==> src/hdl/dspm_pkg.sv <==
// Constants for the decoder/SPI shared pin multiplexer.
// Assumes a single 125 MHz system clock domain.
package dspm_pkg;

  // Pin function select codes
  typedef enum logic [3:0] {
    DSPM_FN_NONE   = 4'h0,
    DSPM_FN_DEC    = 4'h1,
    DSPM_FN_TIMER  = 4'h2,
    DSPM_FN_SPI    = 4'h4,
    DSPM_FN_GPIO   = 4'h8
  } dspm_fn_t;

  // Pin function request encodings on the fn_sel ports
  localparam logic [1:0] FSEL_PRIMARY = 2'h0;
  localparam logic [1:0] FSEL_TIMER   = 2'h1;
  localparam logic [1:0] FSEL_GPIO    = 2'h2;

  // Bit positions within port C pull-up / GPIO registers
  localparam int PC_BIT_IDX  = 2;
  localparam int PC_BIT_HOME = 3;
  localparam int PC_W        = 16;

  // Reset value of the pull-up enable register: all enabled
  localparam logic [15:0] PUR_RESET = 16'hFFFF;

  // Synchroniser depth
  localparam int SYNC_STAGES = 2;

endpackage

==> src/hdl/dspm_sync.sv <==
// Two-flop synchroniser bank for pad inputs.
// Assumes one clock; the first stage feeds only the second.
`timescale 1ns/1ps
module dspm_sync
#(
  parameter int W = 1
)
(
  // Clock and reset
  input  wire logic         i_clk,
  input  wire logic         i_rstn,
  // Data
  input  wire logic [W-1:0] i_d,
  output logic      [W-1:0] o_q
);

  logic [W-1:0] meta_reg;
  logic [W-1:0] q_reg;

  // Two register stages; reset to the pulled-up idle level so no false edge follows reset
  always_ff @(posedge i_clk or negedge i_rstn)
  begin
    if (!i_rstn)
    begin
      meta_reg <= '1;
      q_reg    <= '1;
    end
    else
    begin
      meta_reg <= i_d;
      q_reg    <= meta_reg;
    end
  end

  assign o_q = q_reg;

endmodule

==> src/hdl/dspm_pin_mux.sv <==
// Pin multiplexer for the decoder index / home pins (timer, SPI, GPIO alternates).
// Assumes pad inputs are asynchronous; peripherals run on i_clk.
`timescale 1ns/1ps
module dspm_pin_mux
(
  // Clock and reset
  input  wire logic        i_clk,
  input  wire logic        i_rstn,
  // Configuration
  input  wire logic        i_full_variant,
  input  wire logic        i_index_alternate_sel,
  input  wire logic        i_home_alternate_sel,
  input  wire logic [1:0]  i_idx_fn_sel,
  input  wire logic [1:0]  i_home_fn_sel,
  input  wire logic        i_cfg_valid,
  input  wire logic [15:0] i_port_c_pullup_enable_reg,
  // SPI unit
  input  wire logic        i_spi_master,
  input  wire logic        i_spi_slave_out_line,
  output logic             o_spi_slave_select_in,
  output logic             o_spi_mode_fault,
  // Timer B
  input  wire logic        i_tb2_out,
  input  wire logic        i_tb2_oe,
  input  wire logic        i_tb3_out,
  input  wire logic        i_tb3_oe,
  output logic             o_timer_b_ch2_io,
  output logic             o_timer_b_ch3_io,
  // GPIO port C
  input  wire logic        i_port_c_pin2_out,
  input  wire logic        i_port_c_pin2_dir,
  input  wire logic        i_port_c_pin3_out,
  input  wire logic        i_port_c_pin3_dir,
  output logic             o_port_c_pin2,
  output logic             o_port_c_pin3,
  // Decoder
  output logic             o_decoder_index_in,
  output logic             o_decoder_home_in,
  // Pads
  input  wire logic        i_pad_idx,
  input  wire logic        i_pad_home,
  output logic             o_pad_idx,
  output logic             o_pad_idx_oe,
  output logic             o_pad_idx_pu,
  output logic             o_pad_home,
  output logic             o_pad_home_oe,
  output logic             o_pad_home_pu
);

  // ---------------------------------------------------------------
  // Reset release and pad input synchronisers
  // ---------------------------------------------------------------
  logic [1:0] rst_sync_reg;
  logic       rstn_reg;
  logic [1:0] pad_sync;

  // Async assert, synchronous release through two flops
  always_ff @(posedge i_clk or negedge i_rstn)
  begin
    if (!i_rstn)
      rst_sync_reg <= 2'h0;
    else
      rst_sync_reg <= {rst_sync_reg[0], 1'h1};
  end

  assign rstn_reg = rst_sync_reg[1]; // Only the second flop is read

  // Pad levels cross into the clock domain
  dspm_sync #(.W(2)) u_sync (.i_clk(i_clk), .i_rstn(rstn_reg), .i_d({i_pad_home, i_pad_idx}), .o_q(pad_sync));

  // ---------------------------------------------------------------
  // Function selection
  // ---------------------------------------------------------------
  dspm_pkg::dspm_fn_t idx_fn_reg,  idx_fn_next;
  dspm_pkg::dspm_fn_t home_fn_reg, home_fn_next;
  logic               strap_done_reg, strap_done_next;

  // Map a requested selection onto a pin function
  function automatic dspm_pkg::dspm_fn_t fn_decode(input logic alt, input logic [1:0] sel);
    dspm_pkg::dspm_fn_t f;
    f = dspm_pkg::DSPM_FN_DEC;
    if (alt)
      f = dspm_pkg::DSPM_FN_SPI;
    else if (sel == dspm_pkg::FSEL_TIMER)
      f = dspm_pkg::DSPM_FN_TIMER;
    else if (sel == dspm_pkg::FSEL_GPIO)
      f = dspm_pkg::DSPM_FN_GPIO;
    return f;
  endfunction

  // Variant default after release, then software selection
  always_comb
  begin
    idx_fn_next     = idx_fn_reg;
    home_fn_next    = home_fn_reg;
    strap_done_next = 1'b1;
    if (!strap_done_reg)
    begin
      idx_fn_next  = i_full_variant ? dspm_pkg::DSPM_FN_DEC : dspm_pkg::DSPM_FN_NONE;
      home_fn_next = i_full_variant ? dspm_pkg::DSPM_FN_DEC : dspm_pkg::DSPM_FN_NONE;
    end
    else if (i_cfg_valid)
    begin
      idx_fn_next  = fn_decode(i_index_alternate_sel, i_idx_fn_sel);
      home_fn_next = fn_decode(i_home_alternate_sel, i_home_fn_sel);
    end
  end

  // Function state registers
  always_ff @(posedge i_clk or negedge rstn_reg)
  begin
    if (!rstn_reg)
    begin
      idx_fn_reg     <= dspm_pkg::DSPM_FN_NONE;
      home_fn_reg    <= dspm_pkg::DSPM_FN_NONE;
      strap_done_reg <= 1'b0;
    end
    else
    begin
      idx_fn_reg     <= idx_fn_next;
      home_fn_reg    <= home_fn_next;
      strap_done_reg <= strap_done_next;
    end
  end

  // ---------------------------------------------------------------
  // Pad drive and peripheral inputs
  // ---------------------------------------------------------------
  logic pad_idx_next, idx_oe_next,  idx_pu_next,   pad_home_next, home_oe_next;
  logic home_pu_next, dec_idx_next, dec_home_next, tb2_next,      tb3_next;
  logic gp2_next,     gp3_next,     ss_next,       mfault_next;

  // Route each pin by its selected function
  always_comb
  begin
    pad_idx_next  = 1'b0;
    idx_oe_next   = 1'b0;
    pad_home_next = 1'b0;
    home_oe_next  = 1'b0;
    idx_pu_next   = i_port_c_pullup_enable_reg[dspm_pkg::PC_BIT_IDX];
    home_pu_next  = i_port_c_pullup_enable_reg[dspm_pkg::PC_BIT_HOME];
    dec_idx_next  = 1'b0;
    dec_home_next = 1'b0;
    tb2_next      = 1'b0;
    tb3_next      = 1'b0;
    gp2_next      = 1'b0;
    gp3_next      = 1'b0;
    ss_next       = 1'b1;
    mfault_next   = 1'b0;
    case (home_fn_reg)
      dspm_pkg::DSPM_FN_DEC:   dec_home_next = pad_sync[1];
      dspm_pkg::DSPM_FN_TIMER:
      begin
        tb3_next     = pad_sync[1];
        pad_home_next = i_tb3_out;
        home_oe_next  = i_tb3_oe;
      end
      dspm_pkg::DSPM_FN_SPI:
      begin
        ss_next     = pad_sync[1];
        mfault_next = i_spi_master & ~pad_sync[1];
      end
      dspm_pkg::DSPM_FN_GPIO:
      begin
        gp3_next      = pad_sync[1];
        pad_home_next = i_port_c_pin3_out;
        home_oe_next  = i_port_c_pin3_dir;
      end
      default: ss_next = 1'b1;
    endcase
    case (idx_fn_reg)
      dspm_pkg::DSPM_FN_DEC:   dec_idx_next = pad_sync[0];
      dspm_pkg::DSPM_FN_TIMER:
      begin
        tb2_next     = pad_sync[0];
        pad_idx_next = i_tb2_out;
        idx_oe_next  = i_tb2_oe;
      end
      dspm_pkg::DSPM_FN_SPI:
      begin
        // Slave drives only while selected; data timing set by SPI unit
        pad_idx_next = i_spi_slave_out_line;
        idx_oe_next  = ~i_spi_master & ~ss_next;
      end
      dspm_pkg::DSPM_FN_GPIO:
      begin
        gp2_next     = pad_sync[0];
        pad_idx_next = i_port_c_pin2_out;
        idx_oe_next  = i_port_c_pin2_dir;
      end
      default: idx_oe_next = 1'b0;
    endcase
  end

  // Output registers drive the ports directly; reset leaves pins as pulled-up inputs
  always_ff @(posedge i_clk or negedge rstn_reg)
  begin
    if (!rstn_reg)
    begin
      o_pad_idx             <= 1'b0;
      o_pad_idx_oe          <= 1'b0;
      o_pad_idx_pu          <= 1'b1;
      o_pad_home            <= 1'b0;
      o_pad_home_oe         <= 1'b0;
      o_pad_home_pu         <= 1'b1;
      o_decoder_index_in    <= 1'b0;
      o_decoder_home_in     <= 1'b0;
      o_timer_b_ch2_io      <= 1'b0;
      o_timer_b_ch3_io      <= 1'b0;
      o_port_c_pin2         <= 1'b0;
      o_port_c_pin3         <= 1'b0;
      o_spi_slave_select_in <= 1'b1;
      o_spi_mode_fault      <= 1'b0;
    end
    else
    begin
      o_pad_idx             <= pad_idx_next;
      o_pad_idx_oe          <= idx_oe_next;
      o_pad_idx_pu          <= idx_pu_next;
      o_pad_home            <= pad_home_next;
      o_pad_home_oe         <= home_oe_next;
      o_pad_home_pu         <= home_pu_next;
      o_decoder_index_in    <= dec_idx_next;
      o_decoder_home_in     <= dec_home_next;
      o_timer_b_ch2_io      <= tb2_next;
      o_timer_b_ch3_io      <= tb3_next;
      o_port_c_pin2         <= gp2_next;
      o_port_c_pin3         <= gp3_next;
      o_spi_slave_select_in <= ss_next;
      o_spi_mode_fault      <= mfault_next;
    end
  end
endmodule

==> config.mk <==
export PLATFORM = sky130hd
export DESIGN_NAME = dspm_pin_mux
export DESIGN_NICKNAME = d
export VERILOG_FILES = /design/src/hdl/dspm_pkg.sv /design/src/hdl/dspm_sync.sv /design/src/hdl/dspm_pin_mux.sv
export SDC_FILE = /design/constraint.sdc
export NUM_CORES = 1
export LEC_CHECK = 0
export BUFFER_PORTS_ARGS = -buffer_cell sky130_fd_sc_hd__buf_2
export CAP_MARGIN = 20
export CORE_MARGIN = 1
export CORE_UTILIZATION = 40
export DETAILED_ROUTE_END_ITERATION = 8
export GPL_TIMING_DRIVEN = 0
export HOLD_SLACK_MARGIN = 0.08
export PLACE_DENSITY = 0.71
export SYNTH_ARGS = -nofsm -noshare
export SYNTH_HDL_FRONTEND = slang
export SYNTH_SLANG_ARGS = --single-unit
export TNS_END_PERCENT = 1
==> constraint.sdc <==
create_clock -name i_clk -period 1.4 [get_ports i_clk]
set_input_delay 0.14 -clock i_clk [delete_from_list [all_inputs] [get_ports i_clk]]
set_output_delay 0.14 -clock i_clk [all_outputs]
set_load 0.02 [all_outputs]
==> flow_summary.json, run 1 <==
{
  "ys_ff_latch": 29,
  "clock_skew_ps": 7.891,
  "final_cell_mix": "buf_2, dfrtp_1, nand3b_1, dlygate4sd3_1, dfstp_2",
  "mostFrequentLayoutCell": "buf_2",
  "drt-total-wl_um": 2181,
  "numCtsBuffers": 5,
  "drive_gt1_share_pct": 38.51,
  "crit_type": "reg2out",
  "dp_slack_ps": 268.7,
  "status": "finished clean",
  "cts.clk_slew.worst_paths_ps": 90,
  "area_growth_pct": 33.33,
  "die_width_um": 56.46,
  "ios": 52,
  "r2r_slack_ps": 290,
  "root_buffer": "clkbuf_4",
  "ys_seq_area_share_pct": 61.92,
  "initial_utilization_pct": 42.65,
  "core_area_um2": 2781,
  "num_antenna_cells": 0,
  "p_leak_uw": 0.0007828,
  "maxCapViolations": 0,
  "numPortBuffers": 37,
  "setup_tns_ps": 0,
  "critPathBufInv": 1,
  "cpPeakStageDelay_ps": 520,
  "ys_types": 27,
  "synth_cells": 94,
  "min_period_over_period_pct": 81.49,
  "finalPower_uw": 1646,
  "clockBufferDepth": 2,
  "crit_chain": "buf_2",
  "drt_iter0_markers": 8,
  "grt_use_total_pct": 16.33,
  "vias": 877,
  "grt_overflow": 0,
  "crit_slowest_cell": "dfstp_2",
  "finalNetCount": 189,
  "end_kind": "output port",
  "first_global_vias": 893,
  "dr.pass1.iters": 4,
  "drc": 0,
  "syn-mean-instance-area_um2": 12.62,
  "cts_max_level": 2,
  "crit_fanout": 1,
  "rows": 19,
  "rsz0062_at_grt": "no",
  "viasPerCell": 4.899,
  "fin_crit_ps": 1141,
  "place_hpwl_um": 1579,
  "insertion_delay_ps": 320,
  "max_freq_mhz": 876.5,
  "whs_ps": 104.2,
  "finalHoldViolations": 0,
  "syn_area_um2": 1186,
  "drtAntennaViolNets": 0,
  "finalSetupViolCount": 0,
  "arrival_ps": 1000,
  "grt_antenna_before_repair": 0,
  "die-area_um2": 3187,
  "pwr_density_cell_nw_per_um2": 1041,
  "numClockSinks": 29,
  "globalplace.congestion": 0.7526,
  "grt_pass1_wl_um": 3850,
  "cts_tree": "yes",
  "ys_warn_count": 0,
  "required_ps": 1260,
  "cp_top_family": "flip-flops",
  "grt_max_degree": 28,
  "slew_violations": 0,
  "die_h_um": 56.46,
  "hold_path.class": "in2reg",
  "wire_per_inst_um": 12.18,
  "cp-start-kind": "flop",
  "ir_drop_mv": 0.7893,
  "fin_ws_ps": 259.1
}
[cell families (layout without fill, tap and decap cells)]
kind of cell	after synthesis	count (layout)	share of synthesized area, %
AOI/OAI and AO/OA	12	12	8.228
adders and majority gates	4	4	4.220
buffers and inverters	6	59	2.216
DFF	29	29	61.92
muxes	2	2	1.688
other	1	2	0.3162
and+or+nand+nor	40	40	21.41
[synth_stat cells (all sizes together)]
library cell / instances / area (um2)
mux2i: 2 / 20.02
ha: 4 / 50.05
nor3b: 3 / 22.52
dfstp: 7 / 183.9
o22ai: 1 / 6.260
nand2: 5 / 18.77
a21boi: 4 / 30.03
buf: 1 / 7.510
nor2: 5 / 18.77
a22oi: 2 / 15.01
nor2b: 5 / 33.78
nand3b: 8 / 60.06
nand2b: 6 / 45.04
o32ai: 1 / 16.27
nor3: 3 / 15.01
dfrtp: 22 / 550.5
a31oi: 2 / 12.51
conb: 1 / 3.750
or2b: 1 / 7.510
inv: 5 / 18.77
and3: 1 / 6.260
a2bb2oi: 1 / 8.760
o2bb2ai: 1 / 8.760
nor4b: 3 / 26.28
[final cells by class]
class | count | area (um2)
Fill cell | 237 | 1200
Sequential cell | 29 | 734.5
Multi-Input combinational cell | 60 | 429.2
Timing Repair Buffer | 45 | 282.8
Clock buffer | 7 | 65.06
Tap cell | 31 | 38.79
Inverter | 5 | 18.77
Buffer | 1 | 7.507
Clock inverter | 1 | 5.005
[what timing repair did]
action / CTS / global route
hold buffers: 7 / 0
buffers inserted: 0 / 0
hold endpoints to repair: 8 / 0
resized for setup: 0 / 0
[metal layers]
layer	track usage, %	vias up	wire length [um]
met5	0	-	0
met4	8.362	0	31
met3	6.452	4	99
met2	26.89	21	1159
met1	18.17	422	890
li1	-	430	-
[metrics by stage]
step	area [um2]	cells	utilization, %
final	1582	179	56.86
after global routing	1582	179	56.86
after CTS	1554	178	55.87
after detailed placement	1414	163	50.83
after global placement	1414	163	50.83
after floorplan	1190	95	-
[final timing paths]
check	startpoint	endpoint	cells after the start
min in group asynchronous	i_rstn	rst_sync_reg[1]	2
max in group asynchronous	rst_sync_reg[1]	u_sync.o_q[0]	1
setup / recovery	o_pad_home_pu	o_pad_home_pu	1
hold / removal	i_full_variant	home_fn_reg[0]	3
setup reg to reg	idx_fn_reg[0]	o_pad_idx_oe	3
hold reg to reg	rst_sync_reg[1]	home_fn_reg[1]	0
[power by group]
group | internal [uW] | switching, uW | leakage (uW)
clock | 290 | 271 | 0.0000413
sequential | 878 | 38.5 | 0.000365
combinational | 91.2 | 77.6 | 0.000376
No activity file was read; power rests on OpenSTA's default activity.
==> run 2, diff against run 1 <==
==> constraint.sdc (replaced) <==
create_clock -name i_clk -period 1.15 [get_ports i_clk]
set_input_delay 0.115 -clock i_clk [delete_from_list [all_inputs] [get_ports i_clk]]
set_output_delay 0.115 -clock i_clk [all_outputs]
set_load 0.02 [all_outputs]
==> run 2 against run 1 <==
  * Utilization up 2.2 points
  * Sequential power grew 22%
  * Clock skew is essentially flat
  * First-iteration DRC count increased by 13%
  * Clock-buffer cell count stayed put
  * Largest cell class unchanged
  * Highest routed layer unchanged
  * Register-to-register slack worse by 200 ps
  * Critical endpoint unchanged
==> flow_summary.json, run 2 (same netlist as run 1, synthesis figures left out) <==
{
  "end_kind": "output port",
  "numCtsBuffers": 5,
  "placed_cell_area_um2": 1414,
  "cts_tree": "yes",
  "drtAntennaViolNets": 0,
  "max_freq_mhz": 912.3,
  "drive_gt1_share_pct": 41.72,
  "clockPowerShare_pct": 33.8,
  "fillers": 235,
  "switchingPower_uw": 475.6,
  "whs_ps": 96.14,
  "slew_violations": 0,
  "final_cell_mix": "buf_2, dfrtp_1, dlygate4sd3_1, nand3b_1, dfstp_2",
  "crit_fanout": 1,
  "clock_skew_ps": 8.265,
  "die-area_um2": 3187,
  "core_area_um2": 2781,
  "comb_power_share_pct": 10.8,
  "initial_utilization_pct": 42.65,
  "hold_path.class": "in2async",
  "pwr-share-seq_pct": 55.4,
  "clockBufferDepth": 2,
  "dr.pass1.iters": 4,
  "num_antenna_cells": 0,
  "drc": 0,
  "cpPeakStageDelay_ps": 530,
  "place_hpwl_um": 1579,
  "pwr_density_cell_nw_per_um2": 1232,
  "stdcell_area_um2": 1642,
  "cts_max_level": 2,
  "drt_iter0_markers": 9,
  "grt_overflow": 0,
  "mostFrequentLayoutCell": "buf_2",
  "finalSetupViolCount": 0,
  "grt_use_total_pct": 16.63,
  "fin_crit_ps": 1096,
  "numPortBuffers": 37,
  "wire_per_inst_um": 12.35,
  "ios": 52,
  "cts.clk_slew.worst_paths_ps": 90,
  "crit_slowest_cell": "dfstp_2",
  "globalplace.congestion": 0.7526,
  "numClockSinks": 29,
  "die_width_um": 56.46,
  "setup_tns_ps": 0,
  "finalHoldViolations": 0,
  "first_global_vias": 909,
  "rsz0062_at_grt": "no",
  "required_ps": 1030,
  "viasPerCell": 4.901,
  "netSwitchingFraction_pct": 23.52,
  "fin_ws_ps": 53.87,
  "rows": 19,
  "grt_antenna_before_repair": 0,
  "dp_slack_ps": 18.67,
  "min_period_over_period_pct": 95.32,
  "finalNetCount": 192,
  "crit_chain": "buf_4",
  "root_buffer": "clkbuf_4",
  "drt-total-wl_um": 2247,
  "area_growth_pct": 38.40,
  "insertion_delay_ps": 320,
  "crit_type": "reg2out",
  "status": "finished clean",
  "grt_pass1_wl_um": 3905,
  "cp-start-kind": "flop",
  "arrival_ps": 980,
  "grt_max_degree": 28,
  "finalPower_uw": 2022,
  "p_leak_uw": 0.0007976,
  "maxCapViolations": 0,
  "critPathBufInv": 1,
  "die_h_um": 56.46,
  "cp_top_family": "flip-flops",
  "ir_drop_mv": 0.9628,
  "intPower_uw": 1546,
  "vias": 892
}
==> run 2: cell types whose count changed in the layout (fill, tap and decap cells not counted) <==
cell	before	now
buf_4	1	4
nor4b_2	0	2
a2bb2oi_2	0	1
dfrtp_1	22	19
a2bb2oi_1	1	0
dlygate4sd3_1	7	10
nor4b_1	3	1
buf_2	37	34
dfrtp_2	0	3
==> run 2: final cells by class <==
class / instances / area [um2] / share of cell area [%]
multi-input cells: 60 / 447.9 / 27.29
clock buffers: 7 / 65.06 / 3.963
well taps: 31 / 38.79 / 2.363
plain buffers: 1 / 7.507 / 0.4573
repair buffers: 48 / 320.3 / 19.51
flip-flops and latches: 29 / 738.2 / 44.97
clock inverters: 1 / 5.005 / 0.3049
inverters: 5 / 18.77 / 1.143
==> run 2: power by group through the flow <==
stage	logic, uW	clock network, uW	registers, uW
after floorplan	74.1	0	1150
after global placement	159	0	1140
after detailed placement	166	0	1150
after CTS	191	709	1130
after global routing	242	760	1130
final	219	683	1120
==> run 2: per-stage QoR <==
step	instances	util, %
2_1_floorplan	95	-
3_3_place_gp	163	50.83
3_5_place_dp	163	50.83
4_1_cts	180	56.59
5_1_grt	182	59.02
6_report	182	59.02
==> run 2: final timing paths <==
path	start	slack [ps]	cells past startpoint	endpoint
worst max-delay path	o_pad_home_pu	50	1	o_pad_home_pu
worst min-delay path	i_rstn	100	2	rst_sync_reg[1]
worst max register to register	idx_fn_reg[1]	90	3	o_pad_idx_oe
worst min register to register	rst_sync_reg[1]	180	0	home_fn_reg[1]
max in group asynchronous	rst_sync_reg[1]	450	1	u_sync.o_q[0]
min in group i_clk	i_tb3_out	100	3	o_pad_home
==> run 2: metal layers <==
metal / GRT usage [%] / vias up / wire length (um)
met5: 0 / - / 0
met1: 18.32 / 424 / 908
met3: 6.452 / 6 / 108
met2: 27.23 / 25 / 1180
li1: - / 437 / -
met4: 9.408 / 0 / 50
==> run 2: timing repair <==
action,4_1_cts,5_1_grt
endpoints found under the hold margin,11,1
endpoints found under the setup margin,0,5
gates resized for setup,0,9
hold buffers,9,1
setup buffers,0,0
==> run 2: worst register-to-register path: cells and delay by family (launching register included) <==
family / cells / cell delay, ps
flip-flops: 1 / 520
AO/OA/AOI/OAI: 2 / 340
AND/OR/NAND/NOR: 1 / 120
==> run 3, diff against run 2 <==
--- a/config.mk
+++ b/config.mk
@@ -5,7 +5,7 @@
 export SDC_FILE = /design/constraint.sdc
 export NUM_CORES = 1
 export LEC_CHECK = 0
-export BUFFER_PORTS_ARGS = -buffer_cell sky130_fd_sc_hd__buf_2
+export BUFFER_PORTS_ARGS = -buffer_cell sky130_fd_sc_hd__buf_4
 export CAP_MARGIN = 20
 export CORE_MARGIN = 1
 export CORE_UTILIZATION = 40
==> run 3 against run 2 <==
  * Die area did not move
  * Final cell count increased by 0.55%
  * Total power is 1.8% higher
  * Flip-flop and latch count did not move
  * Non-clock buffer count increased by 1
  * Sequential power about the same
  * Clock-buffer cell count did not move
  * Worst setup slack got worse by 8.8 ps
  * Combinational power is 9.6% higher
  * Fmax down 0.80%
  * Worst hold slack got worse by 2.7 ps
  * Register-to-register slack lost 40 ps
  * Largest power group unchanged
==> flow_summary.json, run 3 (same netlist as run 1, synthesis figures left out) <==
{
  "status": "finished clean",
  "globalplace.congestion": 0.7560,
  "cts_setup_buffers": 0,
  "cpPeakStageDelay_ps": 470,
  "numPortBuffers": 37,
  "ios": 52,
  "min-delay-start": "i_tb3_oe",
  "die_width_um": 56.46,
  "num_antenna_cells": 0,
  "dp_slack_ps": 34.22,
  "area_growth_pct": 44.09,
  "ir_drop_mv": 0.8279,
  "drt-total-wl_um": 2244,
  "die_h_um": 56.46,
  "hold_path.class": "in2reg",
  "clock_skew_ps": 3.713,
  "viasPerCell": 4.989,
  "place_hpwl_um": 1578,
  "required_ps": 1390,
  "holdPathStages": 3,
  "pwr_density_cell_nw_per_um2": 1205,
  "fin_util_pct": 61.45,
  "cp_top_family": "flip-flops",
  "fin_ws_ps": 45.06,
  "insertion_delay_ps": 330,
  "first_global_vias": 922,
  "drive_gt1_share_pct": 38.82,
  "numClockSinks": 29,
  "rows": 19,
  "grt_use_total_pct": 16.82,
  "maxCapViolations": 0,
  "drt_iter0_markers": 2,
  "timing.rr.end": "o_pad_idx_oe",
  "finalHoldViolations": 0,
  "cts_tree": "yes",
  "numCtsBuffers": 5,
  "drtAntennaViolNets": 0,
  "grt_max_degree": 28,
  "reg2reg_depth": 3,
  "r2r_start": "idx_fn_reg[3]",
  "fin_crit_ps": 1105,
  "holdPathEnd": "o_pad_home_oe",
  "grt_overflow": 0,
  "crit_slowest_cell": "dfrtp_1",
  "vias": 913,
  "crit_fanout": 7,
  "end_kind": "flop",
  "max_freq_mhz": 905.0,
  "core_area_um2": 2781,
  "drc": 0,
  "final_cell_mix": "buf_4, dfrtp_1, dlygate4sd3_1, nand3b_1, dfstp_2",
  "mostFrequentLayoutCell": "buf_4",
  "min_period_over_period_pct": 96.08,
  "critPathBufInv": 0,
  "finalNetCount": 193,
  "arrival_ps": 1340,
  "dr.pass1.iters": 4,
  "cp-start-kind": "flop",
  "r2r_slack_ps": 50,
  "root_buffer": "clkbuf_4",
  "max_slew_margin_pct": 61.32,
  "clockBufferDepth": 2,
  "crit_chain": "nor4b_1, nand2_1, o32ai_2",
  "grt_antenna_before_repair": 0,
  "finalSetupViolCount": 0,
  "slew_violations": 0,
  "initial_utilization_pct": 42.65,
  "crit_type": "reg2reg",
  "tightest_slew_ps": 580.3,
  "p_leak_uw": 0.0008170,
  "die-area_um2": 3187,
  "grt_pass1_wl_um": 3953,
  "cts.clk_slew.worst_paths_ps": 90,
  "rsz0062_at_grt": "yes",
  "cts_max_level": 2,
  "wire_per_inst_um": 12.26
}
[run 3: changes by cell type in the layout (fill, tap and decap cells not counted), sizes merged]
cell / delta
dlygate4sd3: +1
[run 3: power breakdown]
part / total (uW) / leakage, uW / internal, uW / switching (uW)
Sequential: 1120 / 0.000364 / 1070 / 50.1
Clock: 699 / 0.0000413 / 354 / 345
Combinational: 240 / 0.000412 / 146 / 94.8
Total: 2060 / 0.000817 / 1570 / 490
[run 3: cell type report]
class	count	area, um2
plain buffers	1	7.507
inverters	5	18.77
clock buffers	7	65.06
clock inverters	1	5.005
repair buffers	49	402.9
flip-flops and latches	29	735.7
well taps	31	38.79
fillers	226	1072
multi-input cells	60	435.4
[run 3: worst max path at each step]
stage	from	end	slack, ps	depth (start not counted)
after global routing	idx_fn_reg[3]	o_pad_idx_oe	-10	3
after detailed placement	rst_sync_reg[1]	o_port_c_pin2	30	0
final	idx_fn_reg[3]	o_pad_idx_oe	50	3
after floorplan	idx_fn_reg[0]	o_pad_idx_oe	160	3
after global placement	rst_sync_reg[1]	o_pad_home	60	0
after CTS	rst_sync_reg[1]	o_port_c_pin2	20	0
[run 3: routing by layer]
metal	GRT usage [%]	vias to the layer above	part of all wire [%]
li1	-	439	-
met1	17.40	446	40
met2	29.24	23	54
met3	4.608	5	4.0
met4	11.50	0	2.1
met5	0	-	0
[run 3: what timing repair did]
action,4_1_cts,5_1_grt
endpoints found under the hold margin,13,0
hold buffers,11,0
endpoints found under the setup margin,0,2
gates resized for setup,0,2
[run 3: stage by stage]
step | instance area [um2] | setup TNS, ps | total power, uW | cells | hold WS (ps)
floorplan | 1190 | 0 | 1225 | 95 | -180.6
global placement | 1506 | 0 | 1332 | 163 | -102.5
detailed placement | 1506 | 0 | 1344 | 163 | -95.76
CTS | 1687 | 0 | 2079 | 182 | 82.40
global route | 1709 | -10.76 | 2169 | 183 | 86.42
finish | 1709 | 0 | 2059 | 183 | 93.48
[run 3: worst min-delay path, stage by stage]
cell and delay, ps:
buf_4 80, a22oi_1 50, nor3_1 130
